**src/include/sacc_defs.vh**
```
// Purpose: shared constants of the successive-approximation converter control
// Assumes: included by its bare name from every design file of the block
// Notes: offsets are byte addresses on the AXI4-Lite register bus
`ifndef SACC_DEFS_VH
`define SACC_DEFS_VH

// ----------------------------------------------------------------
// register map
// ----------------------------------------------------------------
`define SACC_ADDR_W 8
`define SACC_OFF_CTRL 8'h00
`define SACC_OFF_CHAN 8'h04
`define SACC_OFF_RANGE 8'h08
`define SACC_OFF_UPPER 8'h0c
`define SACC_OFF_LOWER 8'h10
`define SACC_OFF_RESF 8'h14
`define SACC_OFF_RESN 8'h18
`define SACC_OFF_STAT 8'h1c

// decoded register indices
`define SACC_IDX_CTRL 4'h0
`define SACC_IDX_CHAN 4'h1
`define SACC_IDX_RANGE 4'h2
`define SACC_IDX_UPPER 4'h3
`define SACC_IDX_LOWER 4'h4
`define SACC_IDX_RESF 4'h5
`define SACC_IDX_RESN 4'h6
`define SACC_IDX_STAT 4'h7
`define SACC_IDX_NONE 4'hf

// ----------------------------------------------------------------
// field positions and widths
// ----------------------------------------------------------------
`define SACC_CTRL_EN 0
`define SACC_CTRL_RUN 1
`define SACC_CTRL_SEQ 2
`define SACC_CTRL_HWT 3
`define SACC_STAT_BUSY 0
`define SACC_STAT_HOLD 1
`define SACC_STAT_STABLE 2
`define SACC_CHAN_W 5
`define SACC_RES_W 10
`define SACC_NARROW_W 8

// ----------------------------------------------------------------
// reset values and bus answers
// ----------------------------------------------------------------
`define SACC_CHAN_RST 5'h00
`define SACC_UPPER_RST 8'hff
`define SACC_LOWER_RST 8'h00
`define SACC_RESP_OKAY 2'h0
`define SACC_RESP_SLVERR 2'h2

// ----------------------------------------------------------------
// timing
// ----------------------------------------------------------------
`define SACC_CLK_MHZ 250
`define SACC_STAB_NS 1000
`define SACC_STAB_CYC ((`SACC_STAB_NS * `SACC_CLK_MHZ + 999) / 1000)
`define SACC_SAMPLE_CYC 8
`define SACC_BIT_CYC 6

`endif

```
**src/hw/sacc_sar.v**
```verilog
// Purpose: bit-decision engine, one approximation bit per step
// Assumes: comp_ge is already synchronised to aclk
// Notes: abort wins over start; done_ff pulses one cycle with result_ff
`include "sacc_defs.vh"

module sacc_sar #(
	parameter RES_W = `SACC_RES_W,
	parameter BIT_CYCLES = `SACC_BIT_CYC
) (
	input wire aclk,
	input wire aresetn,
	input wire start,
	input wire abort,
	input wire comp_ge,
	output reg [RES_W-1:0] trial_ff,
	output reg busy_ff,
	output reg done_ff,
	output reg [RES_W-1:0] result_ff
);

// ----------------------------------------------------------------
// step bookkeeping
// ----------------------------------------------------------------
localparam [3:0] CNT_LAST = BIT_CYCLES[3:0] - 4'h1;
localparam [3:0] TOP_BIT = RES_W[3:0] - 4'h1;
localparam [RES_W-1:0] ONE = {{(RES_W-1){1'b0}}, 1'b1};
localparam [RES_W-1:0] MSB = ONE << TOP_BIT;

reg [3:0] bit_ff;
reg [3:0] cnt_ff;

// mask of the bit under test and of the next lower one
wire [RES_W-1:0] bit_mask = ONE << bit_ff;
wire [RES_W-1:0] next_mask = bit_mask >> 1;
// keep bit when held input >= tap
wire [RES_W-1:0] decided = comp_ge ? trial_ff : (trial_ff & ~bit_mask);

// successive approximation sequencer
always @(posedge aclk) begin
	if (!aresetn) begin
		trial_ff <= {RES_W{1'b0}};
		busy_ff <= 1'b0;
		done_ff <= 1'b0;
		result_ff <= {RES_W{1'b0}};
		bit_ff <= 4'h0;
		cnt_ff <= 4'h0;
	end else begin
		done_ff <= 1'b0;
		if (abort) begin
			// partial value is thrown away
			busy_ff <= 1'b0;
			trial_ff <= {RES_W{1'b0}};
		end else if (start) begin
			// msb set, tap at half reference
			trial_ff <= MSB;
			bit_ff <= TOP_BIT;
			cnt_ff <= 4'h0;
			busy_ff <= 1'b1;
		end else if (busy_ff) begin
			if (cnt_ff != CNT_LAST) begin
				cnt_ff <= cnt_ff + 4'h1;
			end else begin
				cnt_ff <= 4'h0;
				if (bit_ff == 4'h0) begin
					result_ff <= decided;
					done_ff <= 1'b1;
					busy_ff <= 1'b0;
					trial_ff <= decided;
				end else begin
					// next bit trial from decided bits
					trial_ff <= decided | next_mask;
					bit_ff <= bit_ff - 4'h1;
				end
			end
		end
	end
end

endmodule // sacc_sar

```
**src/hw/sacc_top.v**
```verilog
// Purpose: conversion control of a 10-bit successive-approximation converter
// Assumes: analog sample-hold, tap selector and comparator outside the block
// Notes: registers reached over AXI4-Lite; comparator and trigger are pins
//
// Overview of operation
// - sample channel, then hold until conversion done
// - start with msb set, half-reference tap
// - keep msb if input at or above tap
// - next bit set, tap from decided bits
// - bit kept when held input at or above
// - after ten bits store result, raise interrupt
// - sequential mode repeats conversions while run flag set
// - out-of-window result: no store, no interrupt
// - sequential or hardware no-wait keeps run flag
// - 10-bit full and 8-bit narrow results
// - enabling from stop enters conversion standby
// - software run flag converts selected channel
// - software one-shot end clears run, standby
// - run rewrite during conversion restarts it
// - channel write during conversion restarts it
// - run clear during conversion goes standby
// - enable clear in standby goes stop
// - run write ignored while converter disabled
// - software mode ignores hardware trigger in standby
`include "sacc_defs.vh"

module sacc_top #(
	parameter SAMPLE_CYCLES = `SACC_SAMPLE_CYC,
	parameter BIT_CYCLES = `SACC_BIT_CYC
) (
	input wire aclk,
	input wire aresetn,
	input wire [`SACC_ADDR_W-1:0] s_axi_awaddr,
	input wire [2:0] s_axi_awprot,
	input wire s_axi_awvalid,
	output reg s_axi_awready,
	input wire [31:0] s_axi_wdata,
	input wire [3:0] s_axi_wstrb,
	input wire s_axi_wvalid,
	output reg s_axi_wready,
	output reg [1:0] s_axi_bresp,
	output reg s_axi_bvalid,
	input wire s_axi_bready,
	input wire [`SACC_ADDR_W-1:0] s_axi_araddr,
	input wire [2:0] s_axi_arprot,
	input wire s_axi_arvalid,
	output reg s_axi_arready,
	output reg [31:0] s_axi_rdata,
	output reg [1:0] s_axi_rresp,
	output reg s_axi_rvalid,
	input wire s_axi_rready,
	input wire comparator_ge,
	input wire hw_trigger,
	output reg hold_ff,
	output wire [`SACC_RES_W-1:0] tap_code,
	output reg [`SACC_CHAN_W-1:0] channel_select_ff,
	output reg conversion_done_irq_ff
);

// ----------------------------------------------------------------
// constants and helpers
// ----------------------------------------------------------------
localparam [3:0] ST_STOP = 4'h1;
localparam [3:0] ST_STBY = 4'h2;
localparam [3:0] ST_SAMP = 4'h4;
localparam [3:0] ST_CONV = 4'h8;
localparam [7:0] SAMP_LAST = SAMPLE_CYCLES[7:0] - 8'h1;
localparam integer STAB_CYC = `SACC_STAB_CYC;
localparam [8:0] STAB_LAST = STAB_CYC[8:0];
localparam RW = `SACC_RES_W;
localparam NW = `SACC_NARROW_W;

// map a byte address to a register index
function [3:0] dec_addr;
	input [`SACC_ADDR_W-1:0] a;
	begin
		case (a)
			`SACC_OFF_CTRL: dec_addr = `SACC_IDX_CTRL;
			`SACC_OFF_CHAN: dec_addr = `SACC_IDX_CHAN;
			`SACC_OFF_RANGE: dec_addr = `SACC_IDX_RANGE;
			`SACC_OFF_UPPER: dec_addr = `SACC_IDX_UPPER;
			`SACC_OFF_LOWER: dec_addr = `SACC_IDX_LOWER;
			`SACC_OFF_RESF: dec_addr = `SACC_IDX_RESF;
			`SACC_OFF_RESN: dec_addr = `SACC_IDX_RESN;
			`SACC_OFF_STAT: dec_addr = `SACC_IDX_STAT;
			default: dec_addr = `SACC_IDX_NONE;
		endcase
	end
endfunction

// window test on the narrow result; sel inverts the window
function in_window;
	input [NW-1:0] val;
	input [NW-1:0] lo;
	input [NW-1:0] hi;
	input sel;
	reg in_range;
	begin
		in_range = (val >= lo) && (val <= hi);
		in_window = sel ? ~in_range : in_range;
	end
endfunction

// ----------------------------------------------------------------
// state and register storage
// ----------------------------------------------------------------
reg [3:0] state_ff;
reg [3:0] nxt_state;
reg en_ff;
reg run_ff;
reg nxt_run;
reg seq_ff;
reg hwt_ff;
reg range_sel_ff;
reg [NW-1:0] upper_ff;
reg [NW-1:0] lower_ff;
reg [RW-1:0] res_full_ff;
reg [NW-1:0] res_narrow_ff;
reg [7:0] samp_cnt_ff;
reg [8:0] stab_cnt_ff;
reg stable_ff;
reg [2:0] comp_sync_ff;
reg [2:0] trig_sync_ff;
reg comp_ff;
reg trig_ff;
reg trig_prev_ff;
reg [`SACC_ADDR_W-1:0] aw_addr_ff;
reg aw_full_ff;
reg [31:0] wdata_ff;
reg [3:0] wstrb_ff;
reg w_full_ff;
reg [31:0] nxt_rdata;
reg [1:0] nxt_rresp;
wire sar_busy;
wire sar_done;
wire [RW-1:0] sar_result;

// ----------------------------------------------------------------
// pin synchronisers
// ----------------------------------------------------------------
// three stages; a new level counts once stages two and three agree
always @(posedge aclk) begin
	if (!aresetn) begin
		comp_sync_ff <= 3'h0;
		trig_sync_ff <= 3'h0;
		comp_ff <= 1'b0;
		trig_ff <= 1'b0;
		trig_prev_ff <= 1'b0;
	end else begin
		comp_sync_ff <= {comp_sync_ff[1:0], comparator_ge};
		trig_sync_ff <= {trig_sync_ff[1:0], hw_trigger};
		if (comp_sync_ff[1] == comp_sync_ff[2])
			comp_ff <= comp_sync_ff[2];
		if (trig_sync_ff[1] == trig_sync_ff[2])
			trig_ff <= trig_sync_ff[2];
		trig_prev_ff <= trig_ff;
	end
end

wire trig_rise = trig_ff & ~trig_prev_ff;

// ----------------------------------------------------------------
// AXI4-Lite slave handshakes
// ----------------------------------------------------------------
wire aw_take = s_axi_awvalid & s_axi_awready;
wire w_take = s_axi_wvalid & s_axi_wready;
wire ar_take = s_axi_arvalid & s_axi_arready;
wire do_write = aw_full_ff & w_full_ff & ~s_axi_bvalid;
wire nxt_aw_full = (aw_full_ff | aw_take) & ~do_write;
wire nxt_w_full = (w_full_ff | w_take) & ~do_write;
wire nxt_rvalid = ar_take | (s_axi_rvalid & ~s_axi_rready);
wire [3:0] wr_idx = dec_addr(aw_addr_ff);
wire wr_lane0 = do_write & wstrb_ff[0];

// address and data may arrive in either order; response follows both
always @(posedge aclk) begin
	if (!aresetn) begin
		aw_addr_ff <= {`SACC_ADDR_W{1'b0}};
		aw_full_ff <= 1'b0;
		wdata_ff <= 32'h0;
		wstrb_ff <= 4'h0;
		w_full_ff <= 1'b0;
		s_axi_awready <= 1'b0;
		s_axi_wready <= 1'b0;
		s_axi_bvalid <= 1'b0;
		s_axi_bresp <= `SACC_RESP_OKAY;
		s_axi_arready <= 1'b0;
		s_axi_rvalid <= 1'b0;
		s_axi_rdata <= 32'h0;
		s_axi_rresp <= `SACC_RESP_OKAY;
	end else begin
		if (aw_take)
			aw_addr_ff <= s_axi_awaddr;
		if (w_take) begin
			wdata_ff <= s_axi_wdata;
			wstrb_ff <= s_axi_wstrb;
		end
		aw_full_ff <= nxt_aw_full;
		w_full_ff <= nxt_w_full;
		s_axi_awready <= ~nxt_aw_full;
		s_axi_wready <= ~nxt_w_full;
		if (do_write) begin
			s_axi_bvalid <= 1'b1;
			s_axi_bresp <= (wr_idx == `SACC_IDX_NONE) ?
				`SACC_RESP_SLVERR : `SACC_RESP_OKAY;
		end else if (s_axi_bready) begin
			s_axi_bvalid <= 1'b0;
		end
		s_axi_rvalid <= nxt_rvalid;
		s_axi_arready <= ~nxt_rvalid;
		if (ar_take) begin
			s_axi_rdata <= nxt_rdata;
			s_axi_rresp <= nxt_rresp;
		end
	end
end

// read data mux; unmapped addresses answer with a slave error
always @* begin
	nxt_rdata = 32'h0;
	nxt_rresp = `SACC_RESP_OKAY;
	case (dec_addr(s_axi_araddr))
		`SACC_IDX_CTRL: nxt_rdata = {28'h0, hwt_ff, seq_ff, run_ff, en_ff};
		`SACC_IDX_CHAN: nxt_rdata = {27'h0, channel_select_ff};
		`SACC_IDX_RANGE: nxt_rdata = {31'h0, range_sel_ff};
		`SACC_IDX_UPPER: nxt_rdata = {24'h0, upper_ff};
		`SACC_IDX_LOWER: nxt_rdata = {24'h0, lower_ff};
		// full-width result in the low 10 bits
		`SACC_IDX_RESF: nxt_rdata = {22'h0, res_full_ff};
		`SACC_IDX_RESN: nxt_rdata = {24'h0, res_narrow_ff};
		`SACC_IDX_STAT: nxt_rdata = {24'h0, state_ff, 1'b0, stable_ff,
			hold_ff, sar_busy};
		default: nxt_rresp = `SACC_RESP_SLVERR;
	endcase
end

// ----------------------------------------------------------------
// control register writes
// ----------------------------------------------------------------
wire wr_ctrl = wr_lane0 & (wr_idx == `SACC_IDX_CTRL);
wire wr_chan = wr_lane0 & (wr_idx == `SACC_IDX_CHAN);
wire wd_en = wdata_ff[`SACC_CTRL_EN];
wire wd_run = wdata_ff[`SACC_CTRL_RUN];
// run write needs the converter already enabled
wire wr_run1 = wr_ctrl & wd_run & en_ff;
wire wr_run0 = wr_ctrl & ~wd_run;
wire nxt_en = wr_ctrl ? wd_en : en_ff;
wire active = (state_ff == ST_SAMP) | (state_ff == ST_CONV);
wire kill = active & (~en_ff | ~run_ff);
wire restart = active & ~kill & (wr_run1 | wr_chan);
wire samp_end = (state_ff == ST_SAMP) & ~kill & ~restart &
	(samp_cnt_ff == SAMP_LAST);
wire sar_start = samp_end;
wire sar_abort = (state_ff == ST_CONV) & ~sar_done & (kill | restart);
wire [NW-1:0] res_narrow = sar_result[RW-1:RW-NW];
// store only inside the programmed window, or only outside it when range_sel_ff is set
wire store_ok = sar_done &
	in_window(res_narrow, lower_ff, upper_ff, range_sel_ff);
wire auto_clear = sar_done & ~seq_ff & ~hwt_ff;

// configuration registers
always @(posedge aclk) begin
	if (!aresetn) begin
		en_ff <= 1'b0;
		seq_ff <= 1'b0;
		hwt_ff <= 1'b0;
		range_sel_ff <= 1'b0;
		upper_ff <= `SACC_UPPER_RST;
		lower_ff <= `SACC_LOWER_RST;
		channel_select_ff <= `SACC_CHAN_RST;
	end else begin
		if (wr_ctrl) begin
			en_ff <= wd_en;
			seq_ff <= wdata_ff[`SACC_CTRL_SEQ];
			hwt_ff <= wdata_ff[`SACC_CTRL_HWT];
		end
		if (wr_chan)
			channel_select_ff <= wdata_ff[`SACC_CHAN_W-1:0];
		if (wr_lane0 & (wr_idx == `SACC_IDX_RANGE))
			range_sel_ff <= wdata_ff[0];
		if (wr_lane0 & (wr_idx == `SACC_IDX_UPPER))
			upper_ff <= wdata_ff[NW-1:0];
		if (wr_lane0 & (wr_idx == `SACC_IDX_LOWER))
			lower_ff <= wdata_ff[NW-1:0];
	end
end

// run flag: software set wins over the automatic clear
always @* begin
	nxt_run = run_ff;
	if (auto_clear)
		nxt_run = 1'b0;
	if (wr_run0)
		nxt_run = 1'b0;
	if (wr_run1)
		nxt_run = 1'b1;
	if (~nxt_en)
		nxt_run = 1'b0;
end

// ----------------------------------------------------------------
// conversion sequencer
// ----------------------------------------------------------------
always @* begin
	nxt_state = state_ff;
	case (state_ff)
		ST_STOP: begin
			if (en_ff)
				nxt_state = ST_STBY;
		end
		ST_STBY: begin
			if (~en_ff)
				nxt_state = ST_STOP;
			// trigger only counts in hardware mode
			else if (run_ff & (~hwt_ff | trig_rise))
				nxt_state = ST_SAMP;
		end
		ST_SAMP: begin
			if (kill)
				nxt_state = en_ff ? ST_STBY : ST_STOP;
			else if (samp_end)
				nxt_state = ST_CONV;
		end
		ST_CONV: begin
			if (sar_done) begin
				if (seq_ff | restart | (wr_run1 & auto_clear))
					nxt_state = ST_SAMP;
				else
					nxt_state = ST_STBY;
			end else if (kill)
				nxt_state = en_ff ? ST_STBY : ST_STOP;
			else if (restart)
				nxt_state = ST_SAMP;
		end
		default: nxt_state = ST_STOP;
	endcase
end

// state, run flag, sampling counter and sample-hold control
always @(posedge aclk) begin
	if (!aresetn) begin
		state_ff <= ST_STOP;
		run_ff <= 1'b0;
		samp_cnt_ff <= 8'h0;
		hold_ff <= 1'b0;
	end else begin
		state_ff <= nxt_state;
		run_ff <= nxt_run;
		if ((state_ff != ST_SAMP) | restart | samp_end)
			samp_cnt_ff <= 8'h0;
		else
			samp_cnt_ff <= samp_cnt_ff + 8'h1;
		// hold from sampling end to conversion end
		if (samp_end)
			hold_ff <= 1'b1;
		else if (nxt_state != ST_CONV)
			hold_ff <= 1'b0;
	end
end

// ----------------------------------------------------------------
// result store and completion pulse
// ----------------------------------------------------------------
always @(posedge aclk) begin
	if (!aresetn) begin
		res_full_ff <= {RW{1'b0}};
		res_narrow_ff <= {NW{1'b0}};
		conversion_done_irq_ff <= 1'b0;
	end else begin
		// results held until next good store
		conversion_done_irq_ff <= store_ok;
		if (store_ok) begin
			res_full_ff <= sar_result;
			res_narrow_ff <= res_narrow;
		end
	end
end

// ----------------------------------------------------------------
// stabilization indicator
// ----------------------------------------------------------------
// shows when software may set the run flag
always @(posedge aclk) begin
	if (!aresetn) begin
		stab_cnt_ff <= 9'h0;
		stable_ff <= 1'b0;
	end else if (~en_ff) begin
		stab_cnt_ff <= 9'h0;
		stable_ff <= 1'b0;
	end else if (stab_cnt_ff != STAB_LAST) begin
		stab_cnt_ff <= stab_cnt_ff + 9'h1;
	end else begin
		stable_ff <= 1'b1;
	end
end

// ----------------------------------------------------------------
// bit-decision engine
// ----------------------------------------------------------------
sacc_sar #(
	.RES_W(RW),
	.BIT_CYCLES(BIT_CYCLES)
) u_sar (
	.aclk(aclk),
	.aresetn(aresetn),
	.start(sar_start),
	.abort(sar_abort),
	.comp_ge(comp_ff),
	.trial_ff(tap_code),
	.busy_ff(sar_busy),
	.done_ff(sar_done),
	.result_ff(sar_result)
);

endmodule // sacc_top

```
**config.mk**
```make
export PLATFORM = sky130hd
export DESIGN_NAME = sacc_top
export DESIGN_NICKNAME = d
export VERILOG_FILES = /design/src/hw/sacc_sar.v /design/src/hw/sacc_top.v
export VERILOG_INCLUDE_DIRS = /design/src /design/src/include
export SDC_FILE = /design/constraint.sdc
export NUM_CORES = 1
export LEC_CHECK = 0
export ABC_CLOCK_PERIOD_IN_PS = 4800
export BUFFER_PORTS_ARGS = -buffer_cell sky130_fd_sc_hd__buf_2
export CAP_MARGIN = 30
export CORE_MARGIN = 2
export CORE_UTILIZATION = 40
export DETAILED_ROUTE_END_ITERATION = 6
export PLACE_DENSITY = 0.59
export SLEW_MARGIN = 20
export SYNTH_ARGS = -nofsm -noshare
export SYNTH_HDL_FRONTEND = slang
export SYNTH_HIERARCHICAL = 1
export SYNTH_SLANG_ARGS = --single-unit
```
**constraint.sdc**
```tcl
create_clock -name aclk -period 4.8 [get_ports aclk]
set_input_delay 0.48 -clock aclk [delete_from_list [all_inputs] [get_ports aclk]]
set_output_delay 0.48 -clock aclk [all_outputs]
set_load 0.03 [all_outputs]
```
==> qor.csv <==
stage,metric,value,unit
global_routing,antenna_found_initial,0,
floorplan,rows,47,
clock_network,ctsHoldBuffers,0,
floorplan,dieHeight,133,um
clock_network,cts_buffers,17,
setup_path,worstSetupStartpoint,samp_cnt_ff[3],
timing,slew_violations,0,
synth,synth_top_area_share,41.8,%
timing,rsz0062_at_grt,false,
cells_and_area,drive_gt1_share,14.3,%
floorplan,core_area,16400,um^2
clock_network,cts_resized,0,
synth,ys_seq_area_share,41.8,%
synth,synth_edf_count,0,
timing,period_share,69.2,%
route,first_pass_iters,4,
cells_and_area,insertedDiodeCount,0,
timing,setup_viol,0,
cells_and_area,final_nets,904,
synth,avgSynthCellArea,8.75,um^2
cells_and_area,area_growth,15.1,%
setup_path,ff2ff_setup_slack,1.48,ns
setup_path,endpoint,u_sar/cnt_ff[3],
synth,async_flop_share,0,%
setup_path,rr_endpoint,u_sar/cnt_ff[3],
synth,synth_ff_type,dfxtp_1,
timing,slew_headroom,42.0,%
route,routed_via_density,5.12,
power_and_ir_drop,p_per_area,353,nW/um^2
route,wl,15.6,mm
setup_path,cp.required,5.15,ns
route,vias,5347,
route,drt_iter0_drc,369,
route,drc,0,
clock_network,clock_latency,0.43,ns
synth,synth.ff_latch_count,139,
synth,synth_cell_type_count,66,
place,dp_hpwl,10.8,mm
global_routing,grt.overflow.total,0,
timing,clock_skew,0.00661,ns
power_and_ir_drop,power.leakage,3.22,nW
synth,synth.most_common_cell,dfxtp_1,
place,place.gp.congestion,0.828,
synth,synth_area_leaders,"dfxtp_1, nand2_1, ha_1, mux2i_1, nor2_1",
clock_network,clock_path_buffers,2,
status,run_status,"complete, no violations",
timing,hold_viol,0,
hold_path,hp-class,input port to flop,
setup_path,r2r_start,samp_cnt_ff[3],
floorplan,initial_core_util,40.5,%
setup_path,reg2reg_depth,8,
clock_network,clk_pin_slew_worst_paths,0.06,ns
clock_network,cts-htree-levels,4,
timing,fmax,0.301,GHz
synth,synthCells,760,
floorplan,die_area,17700,um^2
synth,synth_commonest_cells,"dfxtp_1, nand2_1, nor2_1, a21oi_1, inv_1",
setup_path,startpoint_type,flop,
global_routing,grtUsageTotal,18.4,%
clock_network,clkSinkCount,139,
power_and_ir_drop,ir_drop,0.261,mV
clock_network,post-cts-setup-buffers,0,
setup_path,crit_fanout,12,
place,io_buffers,67,
timing,worst_slew_pin_slew,0.864,ns
run,maxCapViolCount,0,
setup_path,crit_arrival,3.67,ns
timing,setup_slack,1.48,ns
clock_network,cts_tree,built,
setup_path,critPathKind,flop to flop,
global_routing,grt_max_degree,58,
floorplan,die_w,133,um
synth,yosysWarningCount,6,
synth,syn_area,6650,um^2
synth,synth_top_area_cell,dfxtp_1,
route,avgRoutedWirePerCell,15.0,um
timing,fin_setup_tns,0,ns
timing,fin_crit,3.32,ns
setup_path,cp-end-kind,flop,
route,ant_nets,0,
place,post-place-ws,1.46,ns
global_routing,grt_pass1_wl,25.6,mm
global_routing,first_global_vias,5025,
floorplan,io_pins,125,
clock_network,clk_root_buffer_cell,clkbuf_16,
==> cell type report <==
| cell class | instances | area [um^2] |
|---|---|---|
| clock inverters | 12 | 160 |
| fillers | 1626 | 8750 |
| clock buffers | 20 | 467 |
| inverters | 34 | 128 |
| flip-flops and latches | 139 | 2780 |
| repair buffers | 70 | 358 |
| multi-input cells | 549 | 3490 |
| well taps | 220 | 275 |
==> logic make-up after synthesis <==
logic type / share of synthesized area, %
AOI/OAI and AO/OA: 16.4
xor gates and xnor gates: 1.71
adders and majority gates: 4.89
buffers and inverters: 7.04
DFF: 41.8
muxes: 6.55
other: 0.0564
and+or+nand+nor: 21.5
==> worst max-delay path, cell delays in order (launching register included) <==
cell      delay (ns)
dfxtp_1         0.34
or4_1           0.53
nor3_1          0.29
nand3_1         0.19
or3_1           0.37
nor2_1          0.60
o21bai_1        0.30
or3_1           0.41
a211oi_1        0.22
==> state kept, by name, summed over array words and instances (netlist names), 3 cells and up, named ones only <==
signal	flops
trig_sync_ff	3
aw_addr_ff	8
state_ff	4
s_axi_rdata	10
channel_select_ff	5
upper_ff	8
comp_sync_ff	3
u_sar/result_ff	10
wdata_ff	8
samp_cnt_ff	8
u_sar/cnt_ff	4
u_sar/trial_ff	10
u_sar/bit_ff	4
res_full_ff	10
stab_cnt_ff	9
lower_ff	8
==> layer usage <==
layer	up-vias	GRT usage, %	share of wire [%]
li1	2718	-	-
met1	2490	24.7	49
met2	112	28.0	44
met3	27	4.41	4.3
met4	0	8.24	2.7
met5	-	0	0
==> worst min path at each step <==
stage / slack, ns / end / cells after the start / from
CTS: 0.25 / comp_sync_ff[0] / 2 / comparator_ge
floorplan: 0.41 / comp_sync_ff[1] / 1 / comp_sync_ff[0]
global placement: 0.42 / trig_sync_ff[1] / 1 / trig_sync_ff[0]
global route: 0.26 / comp_sync_ff[0] / 2 / comparator_ge
detailed placement: 0.42 / trig_sync_ff[1] / 1 / trig_sync_ff[0]
finish: 0.25 / comp_sync_ff[0] / 2 / comparator_ge
==> where the power goes <==
part	internal, mW	switching [mW]	total [mW]	leakage, nW
registers	1.17	0.0151	1.19	1.12
logic	0.0377	0.0938	0.132	1.80
clock network	0.863	0.523	1.39	0.296
total	2.07	0.632	2.71	3.22
==> stage by stage <==
step / util (%) / instance area, um^2 / total power [mW] / hold slack, ns / instances
after floorplan: - / 6740 / 1.32 / 0.412 / 783
after global placement: 42.8 / 7030 / 1.34 / 0.416 / 1012
after detailed placement: 42.8 / 7030 / 1.34 / 0.419 / 1012
after CTS: 46.7 / 7660 / 2.73 / 0.246 / 1044
after global routing: 46.7 / 7660 / 2.80 / 0.263 / 1044
final: 46.7 / 7660 / 2.71 / 0.253 / 1044
==> cell usage in the layout, fill, tap and decap left out, types with 6 or more instances in the layout <==
cell / instances
mux2i_1: 30
a21oi_1: 42
xnor2_1: 7
a32o_1: 8
nand2_1: 102
a211oi_1: 6
a22oi_1: 13
buf_2: 67
clkbuf_16: 17
xor2_1: 6
ha_1: 26
o21ai_0: 23
o2bb2ai_1: 10
nand3_1: 24
nor2_1: 72
conb_1: 24
o211ai_1: 8
nor3_1: 13
dfxtp_1: 139
a21o_1: 11
and3_1: 15
and2_1: 12
or3_1: 7
nand2b_1: 13
inv_1: 33
No activity file was read; power rests on OpenSTA's default activity.
